[config.mk]
export PLATFORM = sky130hd
export DESIGN_NAME = fcs_host
export DESIGN_NICKNAME = d
export VERILOG_FILES = /design/src/verilog/fcs_bus_cycle.v /design/src/verilog/fcs_host.v
export VERILOG_INCLUDE_DIRS = /design/src /design/src/verilog
export SDC_FILE = /design/constraint.sdc
export NUM_CORES = 1
export LEC_CHECK = 0
export ABC_CLOCK_PERIOD_IN_PS = 5100
export BUFFER_PORTS_ARGS = -buffer_cell sky130_fd_sc_hd__buf_2
export CAP_MARGIN = 20
export CORE_AREA = 2 2 114 116
export DETAILED_ROUTE_END_ITERATION = 7
export DIE_AREA = 0 0 116 118
export PLACE_DENSITY = 0.75
export SETUP_SLACK_MARGIN = 0.1
export SYNTH_ARGS = -nofsm -noshare
export SYNTH_HDL_FRONTEND = slang
export SYNTH_SLANG_ARGS = --single-unit
export TNS_END_PERCENT = 100
[constraint.sdc]
create_clock -name i_clk -period 5.1 [get_ports i_clk]
set_input_delay 0.765 -clock i_clk [delete_from_list [all_inputs] [get_ports i_clk]]
set_output_delay 0.765 -clock i_clk [all_outputs]
set_load 0.05 [all_outputs]
[src/verilog/fcs_map.vh]
`ifndef FCS_MAP_VH
`define FCS_MAP_VH
`define FCS_UNLOCK_ADDR1 15'h5555
`define FCS_UNLOCK_ADDR2 15'h2AAA
`define FCS_UNLOCK_DATA1 8'hAA
`define FCS_UNLOCK_DATA2 8'h55
`define FCS_CMD_PROGRAM 8'hA0
`define FCS_CMD_ERASE_SETUP 8'h80
`define FCS_CMD_ID_ENTRY 8'h90
`define FCS_CMD_ID_EXIT 8'hF0
`define FCS_CMD_CHIP_ERASE 8'h10
`define FCS_CMD_PAGE_ERASE 8'h50
`define FCS_ID_MAKER_ADDR 8'h00
`define FCS_ID_PART_ADDR 8'h01
`define FCS_OP_NONE 3'h0
`define FCS_OP_PROGRAM 3'h1
`define FCS_OP_CHIP_ERASE 3'h2
`define FCS_OP_PAGE_ERASE 3'h3
`define FCS_OP_ID_ENTRY 3'h4
`define FCS_OP_ID_EXIT 3'h5
`define FCS_OP_ID_EXIT_SHORT 3'h6
`define FCS_OP_READ 3'h7
`define FCS_POLL_BIT 7
`define FCS_TOGGLE_BIT 6
`define FCS_SETUP_NS 50
`define FCS_STROBE_NS 100
`define FCS_HOLD_NS 50
`define FCS_CLK_NS 25
`endif

[src/verilog/fcs_bus_cycle.v]
`timescale 1ns/1ps
`include "fcs_map.vh"
module fcs_bus_cycle #(
   parameter AW = 17,
   parameter SETUP_CYC = (`FCS_SETUP_NS + `FCS_CLK_NS - 1) / `FCS_CLK_NS,
   parameter STROBE_CYC = (`FCS_STROBE_NS + `FCS_CLK_NS - 1) / `FCS_CLK_NS,
   parameter HOLD_CYC = (`FCS_HOLD_NS + `FCS_CLK_NS - 1) / `FCS_CLK_NS
) (
   input wire i_clk,
   input wire i_rstn,
   input wire i_start,
   input wire i_write,
   input wire [AW-1:0] i_addr,
   input wire [7:0] i_wdata,
   output reg o_busy,
   output reg o_done,
   output reg [7:0] o_rdata,
   output reg o_ce_n,
   output reg o_oe_n,
   output reg o_we_n,
   output reg [AW-1:0] o_addr,
   output reg [7:0] o_dq_out,
   output reg o_dq_oe_n,
   input wire [7:0] i_dq_in
);
   localparam S_IDLE = 4'b0001;
   localparam S_SETUP = 4'b0010;
   localparam S_STROBE = 4'b0100;
   localparam S_HOLD = 4'b1000;
   reg [3:0] state_r;
   reg [7:0] cnt_r;
   reg wr_r;
   always @(posedge i_clk) begin
      o_done <= 1'b0;
      if (!i_rstn) begin
         state_r <= S_IDLE;
         cnt_r <= 8'h00;
         wr_r <= 1'b0;
         o_busy <= 1'b0;
         o_rdata <= 8'h00;
         o_ce_n <= 1'b1;
         o_oe_n <= 1'b1;
         o_we_n <= 1'b1;
         o_addr <= {AW{1'b0}};
         o_dq_out <= 8'h00;
         o_dq_oe_n <= 1'b1;
      end else begin
         case (state_r)
            S_IDLE: begin
               if (i_start) begin
                  // Address settles with chip select before the strobe falls
                  o_addr <= i_addr;
                  o_dq_out <= i_wdata;
                  wr_r <= i_write;
                  o_ce_n <= 1'b0;
                  o_oe_n <= 1'b1;
                  o_dq_oe_n <= ~i_write;
                  o_busy <= 1'b1;
                  cnt_r <= SETUP_CYC[7:0];
                  state_r <= S_SETUP;
               end
            end
            S_SETUP: begin
               if (cnt_r <= 8'h01) begin
                  if (wr_r)
                     o_we_n <= 1'b0;
                  else
                     o_oe_n <= 1'b0;
                  cnt_r <= STROBE_CYC[7:0];
                  state_r <= S_STROBE;
               end else
                  cnt_r <= cnt_r - 8'h01;
            end
            S_STROBE: begin
               if (cnt_r <= 8'h01) begin
                  // Write strobe rises first so data is taken on it
                  if (!wr_r)
                     o_rdata <= i_dq_in;
                  o_we_n <= 1'b1;
                  o_oe_n <= 1'b1;
                  cnt_r <= HOLD_CYC[7:0];
                  state_r <= S_HOLD;
               end else
                  cnt_r <= cnt_r - 8'h01;
            end
            S_HOLD: begin
               if (cnt_r <= 8'h01) begin
                  // Deselect between cycles; the toggle bit advances on the falling read strobe
                  o_ce_n <= 1'b1;
                  o_dq_oe_n <= 1'b1;
                  o_busy <= 1'b0;
                  o_done <= 1'b1;
                  state_r <= S_IDLE;
               end else
                  cnt_r <= cnt_r - 8'h01;
            end
            default: state_r <= S_IDLE;
         endcase
      end
   end
endmodule

[src/verilog/fcs_host.v]
`timescale 1ns/1ps
`include "fcs_map.vh"
// Overview of operation
// - Identification lasts until the exit sequence is written.
// - Byte program is two unlock writes, A0 set-up, then address and data.
// - Program done when poll bit equals written value; poll at target address.
// - Chip erase is six writes: unlock, 80, unlock, 10.
// - Poll status valid after last erase strobe; poll inside erased page.
// - Poll bit may go valid early; reread for the full byte.
// - Command addresses use fifteen low bits; unlock 5555 then 2AAA.
// - A single F0 write at any address leaves identification.
module fcs_host #(
   parameter AW = 17
) (
   input wire i_clk,
   input wire i_rstn,
   input wire i_op_valid,
   input wire [2:0] i_op,
   input wire [AW-1:0] i_op_addr,
   input wire [7:0] i_op_data,
   output reg o_op_ready,
   output reg o_op_done,
   output reg o_op_fail,
   output reg [7:0] o_op_rdata,
   output reg o_ce_n,
   output reg o_oe_n,
   output reg o_we_n,
   output reg [AW-1:0] o_addr,
   output reg [7:0] o_data_lines_out,
   output reg o_data_lines_oe_n,
   input wire [7:0] i_data_lines_in
);
   localparam S_IDLE = 6'b000001;
   localparam S_ISSUE = 6'b000010;
   localparam S_WAIT = 6'b000100;
   localparam S_POLL = 6'b001000;
   localparam S_REREAD = 6'b010000;
   localparam S_FINISH = 6'b100000;
   reg [5:0] state_r;
   reg [2:0] op_r;
   reg [AW-1:0] addr_r;
   reg [7:0] data_r;
   reg [2:0] step_r;
   reg [2:0] nsteps_r;
   reg bc_start_r;
   reg bc_write_r;
   reg [AW-1:0] bc_addr_r;
   reg [7:0] bc_wdata_r;
   reg have_prev_r;
   reg prev_toggle_r;
   wire bc_busy;
   wire bc_done;
   wire [7:0] bc_rdata;
   wire bc_ce_n;
   wire bc_oe_n;
   wire bc_we_n;
   wire [AW-1:0] bc_addr;
   wire [7:0] bc_dq_out;
   wire bc_dq_oe_n;

   // Number of bus cycles in each command sequence
   function [2:0] seq_len;
      input [2:0] op;
      begin
         case (op)
            `FCS_OP_PROGRAM: seq_len = 3'd4;
            `FCS_OP_CHIP_ERASE: seq_len = 3'd6;
            `FCS_OP_PAGE_ERASE: seq_len = 3'd6;
            `FCS_OP_ID_ENTRY: seq_len = 3'd3;
            `FCS_OP_ID_EXIT: seq_len = 3'd3;
            default: seq_len = 3'd1;
         endcase
      end
   endfunction

   // Address of a command cycle; unlock addresses on the low fifteen bits
   function [AW-1:0] step_addr;
      input [2:0] step;
      input [2:0] op;
      input [AW-1:0] a;
      begin
         step_addr = {{(AW-15){1'b0}}, `FCS_UNLOCK_ADDR1};
         if (step == 3'd1 || step == 3'd4)
            step_addr = {{(AW-15){1'b0}}, `FCS_UNLOCK_ADDR2};
         else if (op == `FCS_OP_READ || op == `FCS_OP_ID_EXIT_SHORT)
            step_addr = a;
         else if (op == `FCS_OP_PROGRAM && step == 3'd3)
            step_addr = a;
         else if (op == `FCS_OP_PAGE_ERASE && step == 3'd5)
            step_addr = a;
      end
   endfunction

   function [7:0] step_data;
      input [2:0] step;
      input [2:0] op;
      input [7:0] d;
      begin
         case (step)
            3'd0: step_data = `FCS_UNLOCK_DATA1;
            3'd1: step_data = `FCS_UNLOCK_DATA2;
            3'd3: step_data = (op == `FCS_OP_PROGRAM) ? d : `FCS_UNLOCK_DATA1;
            3'd4: step_data = `FCS_UNLOCK_DATA2;
            3'd5: step_data = (op == `FCS_OP_CHIP_ERASE) ? `FCS_CMD_CHIP_ERASE
                              : `FCS_CMD_PAGE_ERASE;
            default: begin
               case (op)
                  `FCS_OP_PROGRAM: step_data = `FCS_CMD_PROGRAM;
                  `FCS_OP_ID_ENTRY: step_data = `FCS_CMD_ID_ENTRY;
                  `FCS_OP_ID_EXIT: step_data = `FCS_CMD_ID_EXIT;
                  default: step_data = `FCS_CMD_ERASE_SETUP;
               endcase
            end
         endcase
         if (step == 3'd0 && op == `FCS_OP_ID_EXIT_SHORT)
            step_data = `FCS_CMD_ID_EXIT;
      end
   endfunction

   fcs_bus_cycle #(.AW(AW)) u_bus (
      .i_clk(i_clk),
      .i_rstn(i_rstn),
      .i_start(bc_start_r),
      .i_write(bc_write_r),
      .i_addr(bc_addr_r),
      .i_wdata(bc_wdata_r),
      .o_busy(bc_busy),
      .o_done(bc_done),
      .o_rdata(bc_rdata),
      .o_ce_n(bc_ce_n),
      .o_oe_n(bc_oe_n),
      .o_we_n(bc_we_n),
      .o_addr(bc_addr),
      .o_dq_out(bc_dq_out),
      .o_dq_oe_n(bc_dq_oe_n),
      .i_dq_in(i_data_lines_in)
   );

   wire is_erase = (op_r == `FCS_OP_CHIP_ERASE) || (op_r == `FCS_OP_PAGE_ERASE);
   wire poll_ok = is_erase ? bc_rdata[`FCS_POLL_BIT]
                  : (bc_rdata[`FCS_POLL_BIT] == data_r[`FCS_POLL_BIT]);
   wire toggled = bc_rdata[`FCS_TOGGLE_BIT] != prev_toggle_r;

   always @(posedge i_clk) begin
      bc_start_r <= 1'b0;
      o_op_done <= 1'b0;
      // Pins mirror the cycle engine through one more flop
      o_ce_n <= bc_ce_n;
      o_oe_n <= bc_oe_n;
      o_we_n <= bc_we_n;
      o_addr <= bc_addr;
      o_data_lines_out <= bc_dq_out;
      o_data_lines_oe_n <= bc_dq_oe_n;
      if (!i_rstn) begin
         state_r <= S_IDLE;
         op_r <= `FCS_OP_NONE;
         addr_r <= {AW{1'b0}};
         data_r <= 8'h00;
         step_r <= 3'd0;
         nsteps_r <= 3'd1;
         bc_write_r <= 1'b0;
         bc_addr_r <= {AW{1'b0}};
         bc_wdata_r <= 8'h00;
         have_prev_r <= 1'b0;
         prev_toggle_r <= 1'b0;
         o_op_ready <= 1'b0;
         o_op_fail <= 1'b0;
         o_op_rdata <= 8'h00;
         o_ce_n <= 1'b1;
         o_oe_n <= 1'b1;
         o_we_n <= 1'b1;
         o_addr <= {AW{1'b0}};
         o_data_lines_out <= 8'h00;
         o_data_lines_oe_n <= 1'b1;
      end else begin
         case (state_r)
            S_IDLE: begin
               o_op_ready <= 1'b1;
               if (i_op_valid && o_op_ready) begin
                  o_op_ready <= 1'b0;
                  o_op_fail <= 1'b0;
                  op_r <= i_op;
                  addr_r <= i_op_addr;
                  data_r <= i_op_data;
                  step_r <= 3'd0;
                  nsteps_r <= seq_len(i_op);
                  state_r <= S_ISSUE;
               end
            end
            S_ISSUE: begin
               // Reads need no preceding command
               bc_start_r <= 1'b1;
               bc_write_r <= (op_r != `FCS_OP_READ);
               bc_addr_r <= step_addr(step_r, op_r, addr_r);
               bc_wdata_r <= step_data(step_r, op_r, data_r);
               state_r <= S_WAIT;
            end
            S_WAIT: begin
               if (bc_done) begin
                  if (step_r + 3'd1 < nsteps_r) begin
                     step_r <= step_r + 3'd1;
                     state_r <= S_ISSUE;
                  end else if (op_r == `FCS_OP_PROGRAM || is_erase) begin
                     // No command is written until the device is idle again
                     have_prev_r <= 1'b0;
                     bc_start_r <= 1'b1;
                     bc_write_r <= 1'b0;
                     bc_addr_r <= addr_r;
                     state_r <= S_POLL;
                  end else begin
                     o_op_rdata <= bc_rdata;
                     state_r <= S_FINISH;
                  end
               end
            end
            S_POLL: begin
               if (bc_done) begin
                  have_prev_r <= 1'b1;
                  prev_toggle_r <= bc_rdata[`FCS_TOGGLE_BIT];
                  if (poll_ok) begin
                     bc_start_r <= 1'b1;
                     state_r <= S_REREAD;
                  end else if (have_prev_r && !toggled) begin
                     o_op_fail <= 1'b1;
                     o_op_rdata <= bc_rdata;
                     state_r <= S_FINISH;
                  end else
                     bc_start_r <= 1'b1;
               end
            end
            S_REREAD: begin
               if (bc_done) begin
                  o_op_rdata <= bc_rdata;
                  if (op_r == `FCS_OP_PROGRAM && bc_rdata != data_r)
                     o_op_fail <= 1'b1;
                  state_r <= S_FINISH;
               end
            end
            S_FINISH: begin
               o_op_done <= 1'b1;
               state_r <= S_IDLE;
            end
            default: state_r <= S_IDLE;
         endcase
      end
   end
endmodule

==> key figures <==
STA
  – Final Hold Viols: 0
  – Slew Limit Headroom: 33.90%
  – Setup slack after layout: between 2 and 2.5 ns
  – Max Fclk: between 300 and 400 MHz
  – Fin Setup TNS: 0 ns
  – Final max-slew violation count: 0
  – Slew @ Worst Pin: between 0.9 and 1 ns
  – # setup viols final: 0
  – RSZ-0062 raised after global routing: no
  – Final period util: 58.05%
  – Post-layout min period: 2.961 ns
  – Setup Skew: roughly 0.0090 ns

Clock tree
  – CTS Hold Bufs: 0
  – CTS Buffer Depth: 2
  – Setup Buffers After CTS: 0
  – Clk_lat worst skew: around 0.42 ns
  – Total CTS buffers: 17
  – Clock Sinks: between 150 and 200
  – CTS root buffer: clkbuf_16
  – CTS tree: done
  – CTS resizes: 0
  – CTS clk-pin slew, worst paths: roughly 0.06 ns
  – H-Tree Depth: 4

Drt
  – Router iterations before antenna repair: 5
  – Routed len/inst: 14.29 um
  – Routed wire length: about 14000 um
  – Met2 wire length: roughly 6600 um
  – Highest metal used: met4
  – Vias post-DR: 5358
  – Met3 wire length: just over 800 um
  – Metal1 wirelength: roughly 6500 um
  – Routed Antenna Nets: 0
  – Vias per std cell: ~5.4
  – Starting DRT DRC Count: between 300 and 400
  – # DRC: 0

Worst setup path
  – Most common cell on crit path: ha_1
  – Worst Path Buf+Inv: 2
  – Worst-path cell chain: ha_1, ha_1, inv_1, ha_1, nand2_1, o21ai_0, a21oi_1, nor4_2, buf_4, mux2i_1
  – Worst R2R End: o_op_rdata[6]$_SDFFE_PN0P_
  – Reg2Reg Setup Slack: around 2.1 ns
  – Setup CP Type: register to register
  – Crit end category: register
  – CP Max Fanout: 6
  – Critical Path Source Type: register
  – Cell family with most CP delay: adder cells
  – Max incr delay on CP: just under 0.6 ns
  – Worst R2R Start: step_r[0]$_SDFFE_PN0P_
  – CP max stage cell: nor4_2
  – Register-to-Register Path Depth: 10
  – Worst EP arrival: 3.30 ns
  – Req. time, crit path: 5.44 ns

Synth
  – Mapped Nets: about 800
  – Post-synth cell types: between 60 and 70
  – Asr flop ratio synth: 0%
  – Synth cell count leaders: nand2_1, dfxtp_1, a21boi_0
  – Top cell type by total area after synthesis: dfxtp_1
  – Syn Area/Cell: a little under 9 um^2
  – Main area contributors after synthesis: dfxtp_1, nand2_1, a21boi_0
  – Number of synthesized flops with an enable pin: 0
  – Synth Cell Area: between 6000 and 7000 um^2
  – Count leader, synth: nand2_1
  – Yosys top cell area share: between 40% and 50%
  – Synth Instances: approximately 750
  – FF+latch count, synth: 160
  – Ys flop type: dfxtp_1
  – Ys Warns: 0
  – Register area share after synthesis: 47.92%

Global routing
  – Largest net degree at the start of global routing: a little under 100
  – Vias in the first global route: 4846
  – Initial antenna violation count: 0
  – Tot GR Track Use: between 20% and 30%
  – First-pass GRT wire length: 23270 um
  – Total gr overflow: 0

Place
  – DP Area: 7101 um^2
  – GP Congestion: between 0.8 and 0.9
  – Worst slack, placed: between 1.5 and 2 ns
  – Final HPWL from detailed placement: just under 10000 um
  – Port-buffer cells: ~80

Cells and area
  – Final #Nets: approximately 860
  – Final Cell Area: 7752 um^2
  – Layout cells sized above 1: between 10% and 20%
  – Area growth syn-to-layout: 15.99%
  – # diodes: 0

Power and ir drop
  – Comb pwr share: about an eighth
  – PD cells: just under 400 nW/um^2
  – Net switching power: between 0.8 and 0.9 mW
  – Leak: 3.058 nW
  – Peak supply drop: 0.0002436 V
  – Internal power: about 2.3 mW
  – Sequential fraction of design power: between 40% and 50%
  – Switching share of total power: between 20% and 30%
  – Clock share of power: a little over two fifths

Worst hold path
  – Hold path start: u_bus.o_we_n$_SDFFE_PN1P_
  – Min-Delay Endpoint: o_we_n$_SDFF_PN1_
  – Hold crit path type: register to register
  – Hold Crit Depth: 1

Die
  – Chip height: ~120 um
  – # rows: 41
  – Chip Width: 116 um
  – Die Area: ~14000 um^2
  – Initial core utilization: a little over half
  – Core box area: 12410 um^2
  – # IOs: 79

Run
  – Maxcap violations: 0

Status
  – Status: finished clean
-- power by group through the flow --
| stage | combinational (mW) | clock (mW) | sequential [mW] |
|---|---|---|---|
| 5_1_grt | 0.439 | 1.37 | 1.40 |
| 2_1_floorplan | 0.295 | 0 | 1.40 |
| 3_5_place_dp | 0.379 | 0 | 1.41 |
| 6_report | 0.395 | 1.30 | 1.39 |
| 4_1_cts | 0.382 | 1.32 | 1.39 |
| 3_3_place_gp | 0.365 | 0 | 1.41 |
-- how the worst max path moves through the flow --
stage	from	to	slack [ns]	depth (start not counted)
finish	step_r[0]$_SDFFE_PN0P_	o_op_rdata[6]$_SDFFE_PN0P_	2.14	10
CTS	step_r[0]$_SDFFE_PN0P_	o_op_rdata[4]$_SDFFE_PN0P_	1.90	9
global placement	step_r[0]$_SDFFE_PN0P_	o_op_rdata[1]$_SDFFE_PN0P_	2.02	9
global route	step_r[0]$_SDFFE_PN0P_	o_op_rdata[6]$_SDFFE_PN0P_	1.94	10
detailed placement	step_r[0]$_SDFFE_PN0P_	o_op_rdata[4]$_SDFFE_PN0P_	1.90	9
floorplan	step_r[0]$_SDFFE_PN0P_	o_op_rdata[0]$_SDFFE_PN0P_	2.71	10
-- routing by layer --
layer  GRT usage (%)  vias to the layer above
met5               0                        -
met4           8.408                        0
met3           4.995                       19
met2           32.79                      167
met1           29.24                     2471
li1                -                     2701
-- worst reg2reg max path, stage by stage (launching register included) --
cell and delay, ns:
dfxtp_1 0.35, ha_1 0.21, ha_1 0.29, inv_1 0.05, ha_1 0.30, nand2_1 0.07
o21ai_0 0.40, a21oi_1 0.16, nor4_2 0.58, buf_4 0.28, mux2i_1 0.20
-- layout make-up --
cell class | instances | area, um^2
timing repair buffer | 84 | 455.4
clock inverter | 11 | 155.1
fill | 1088 | 4662
clock buffer | 20 | 456.7
inverter | 14 | 52.55
sequential | 160 | 3203
multi-input combinational | 530 | 3214
tap | 172 | 215.2
-- cells by family after synthesis --
kind of cell	synth area share [%]
AND/OR/NAND/NOR	23.21
multiplexers	2.864
adder cells (fa/ha/maj)	1.872
flip-flops	47.92
XOR/XNOR	1.442
buffers and inverters	4.081
AO/OA/AOI/OAI	18.61
-- layout by cell type, fill, tap and decap left out, drive strengths merged, types with 2 or more instances in the layout --
master	n
o211a	2
nand3b	5
and2	36
or4	7
nand4	2
nor4	11
nor2	16
nand2	162
xor2	9
dfxtp	160
nand4b	2
or3b	2
nand2b	11
nor4b	4
inv	16
a221o	2
o31ai	3
o32ai	2
a21oi	34
a31o	2
nor3	4
buf	83
or3	7
a22oi	2
bufinv	3
clkbuf	21
a21boi	72
o21a	5
o211ai	9
nand3	13
a31oi	3
nor3b	6
xnor2	2
nor2b	14
ha	10
a211oi	6
mux2i	18
and3	5
o21ai	31
clkinv	5
-- state kept, by name, summed over array words and instances (netlist names), 4 cells and up --
register	flops
o_op_rdata	8
o_addr	17
state_r	6
u_bus.state_r	4
bc_addr_r	17
data_r	8
o_data_lines_out	8
u_bus.o_dq_out	8
u_bus.cnt_r	8
u_bus.o_rdata	8
addr_r	17
u_bus.o_addr	17
bc_wdata_r	8
-- through the flow --
step,utilization (%),hold slack [ns],total power [mW],instances
3_3_place_gp,57.20,0.4238,1.775,957
4_1_cts,62.12,0.4438,3.085,988
3_5_place_dp,57.20,0.4303,1.793,957
5_1_grt,62.45,0.4546,3.210,991
6_report,62.45,0.4370,3.083,991
2_1_floorplan,-,0.4039,1.694,753
Note: power is estimated with default switching activity, not from simulation.
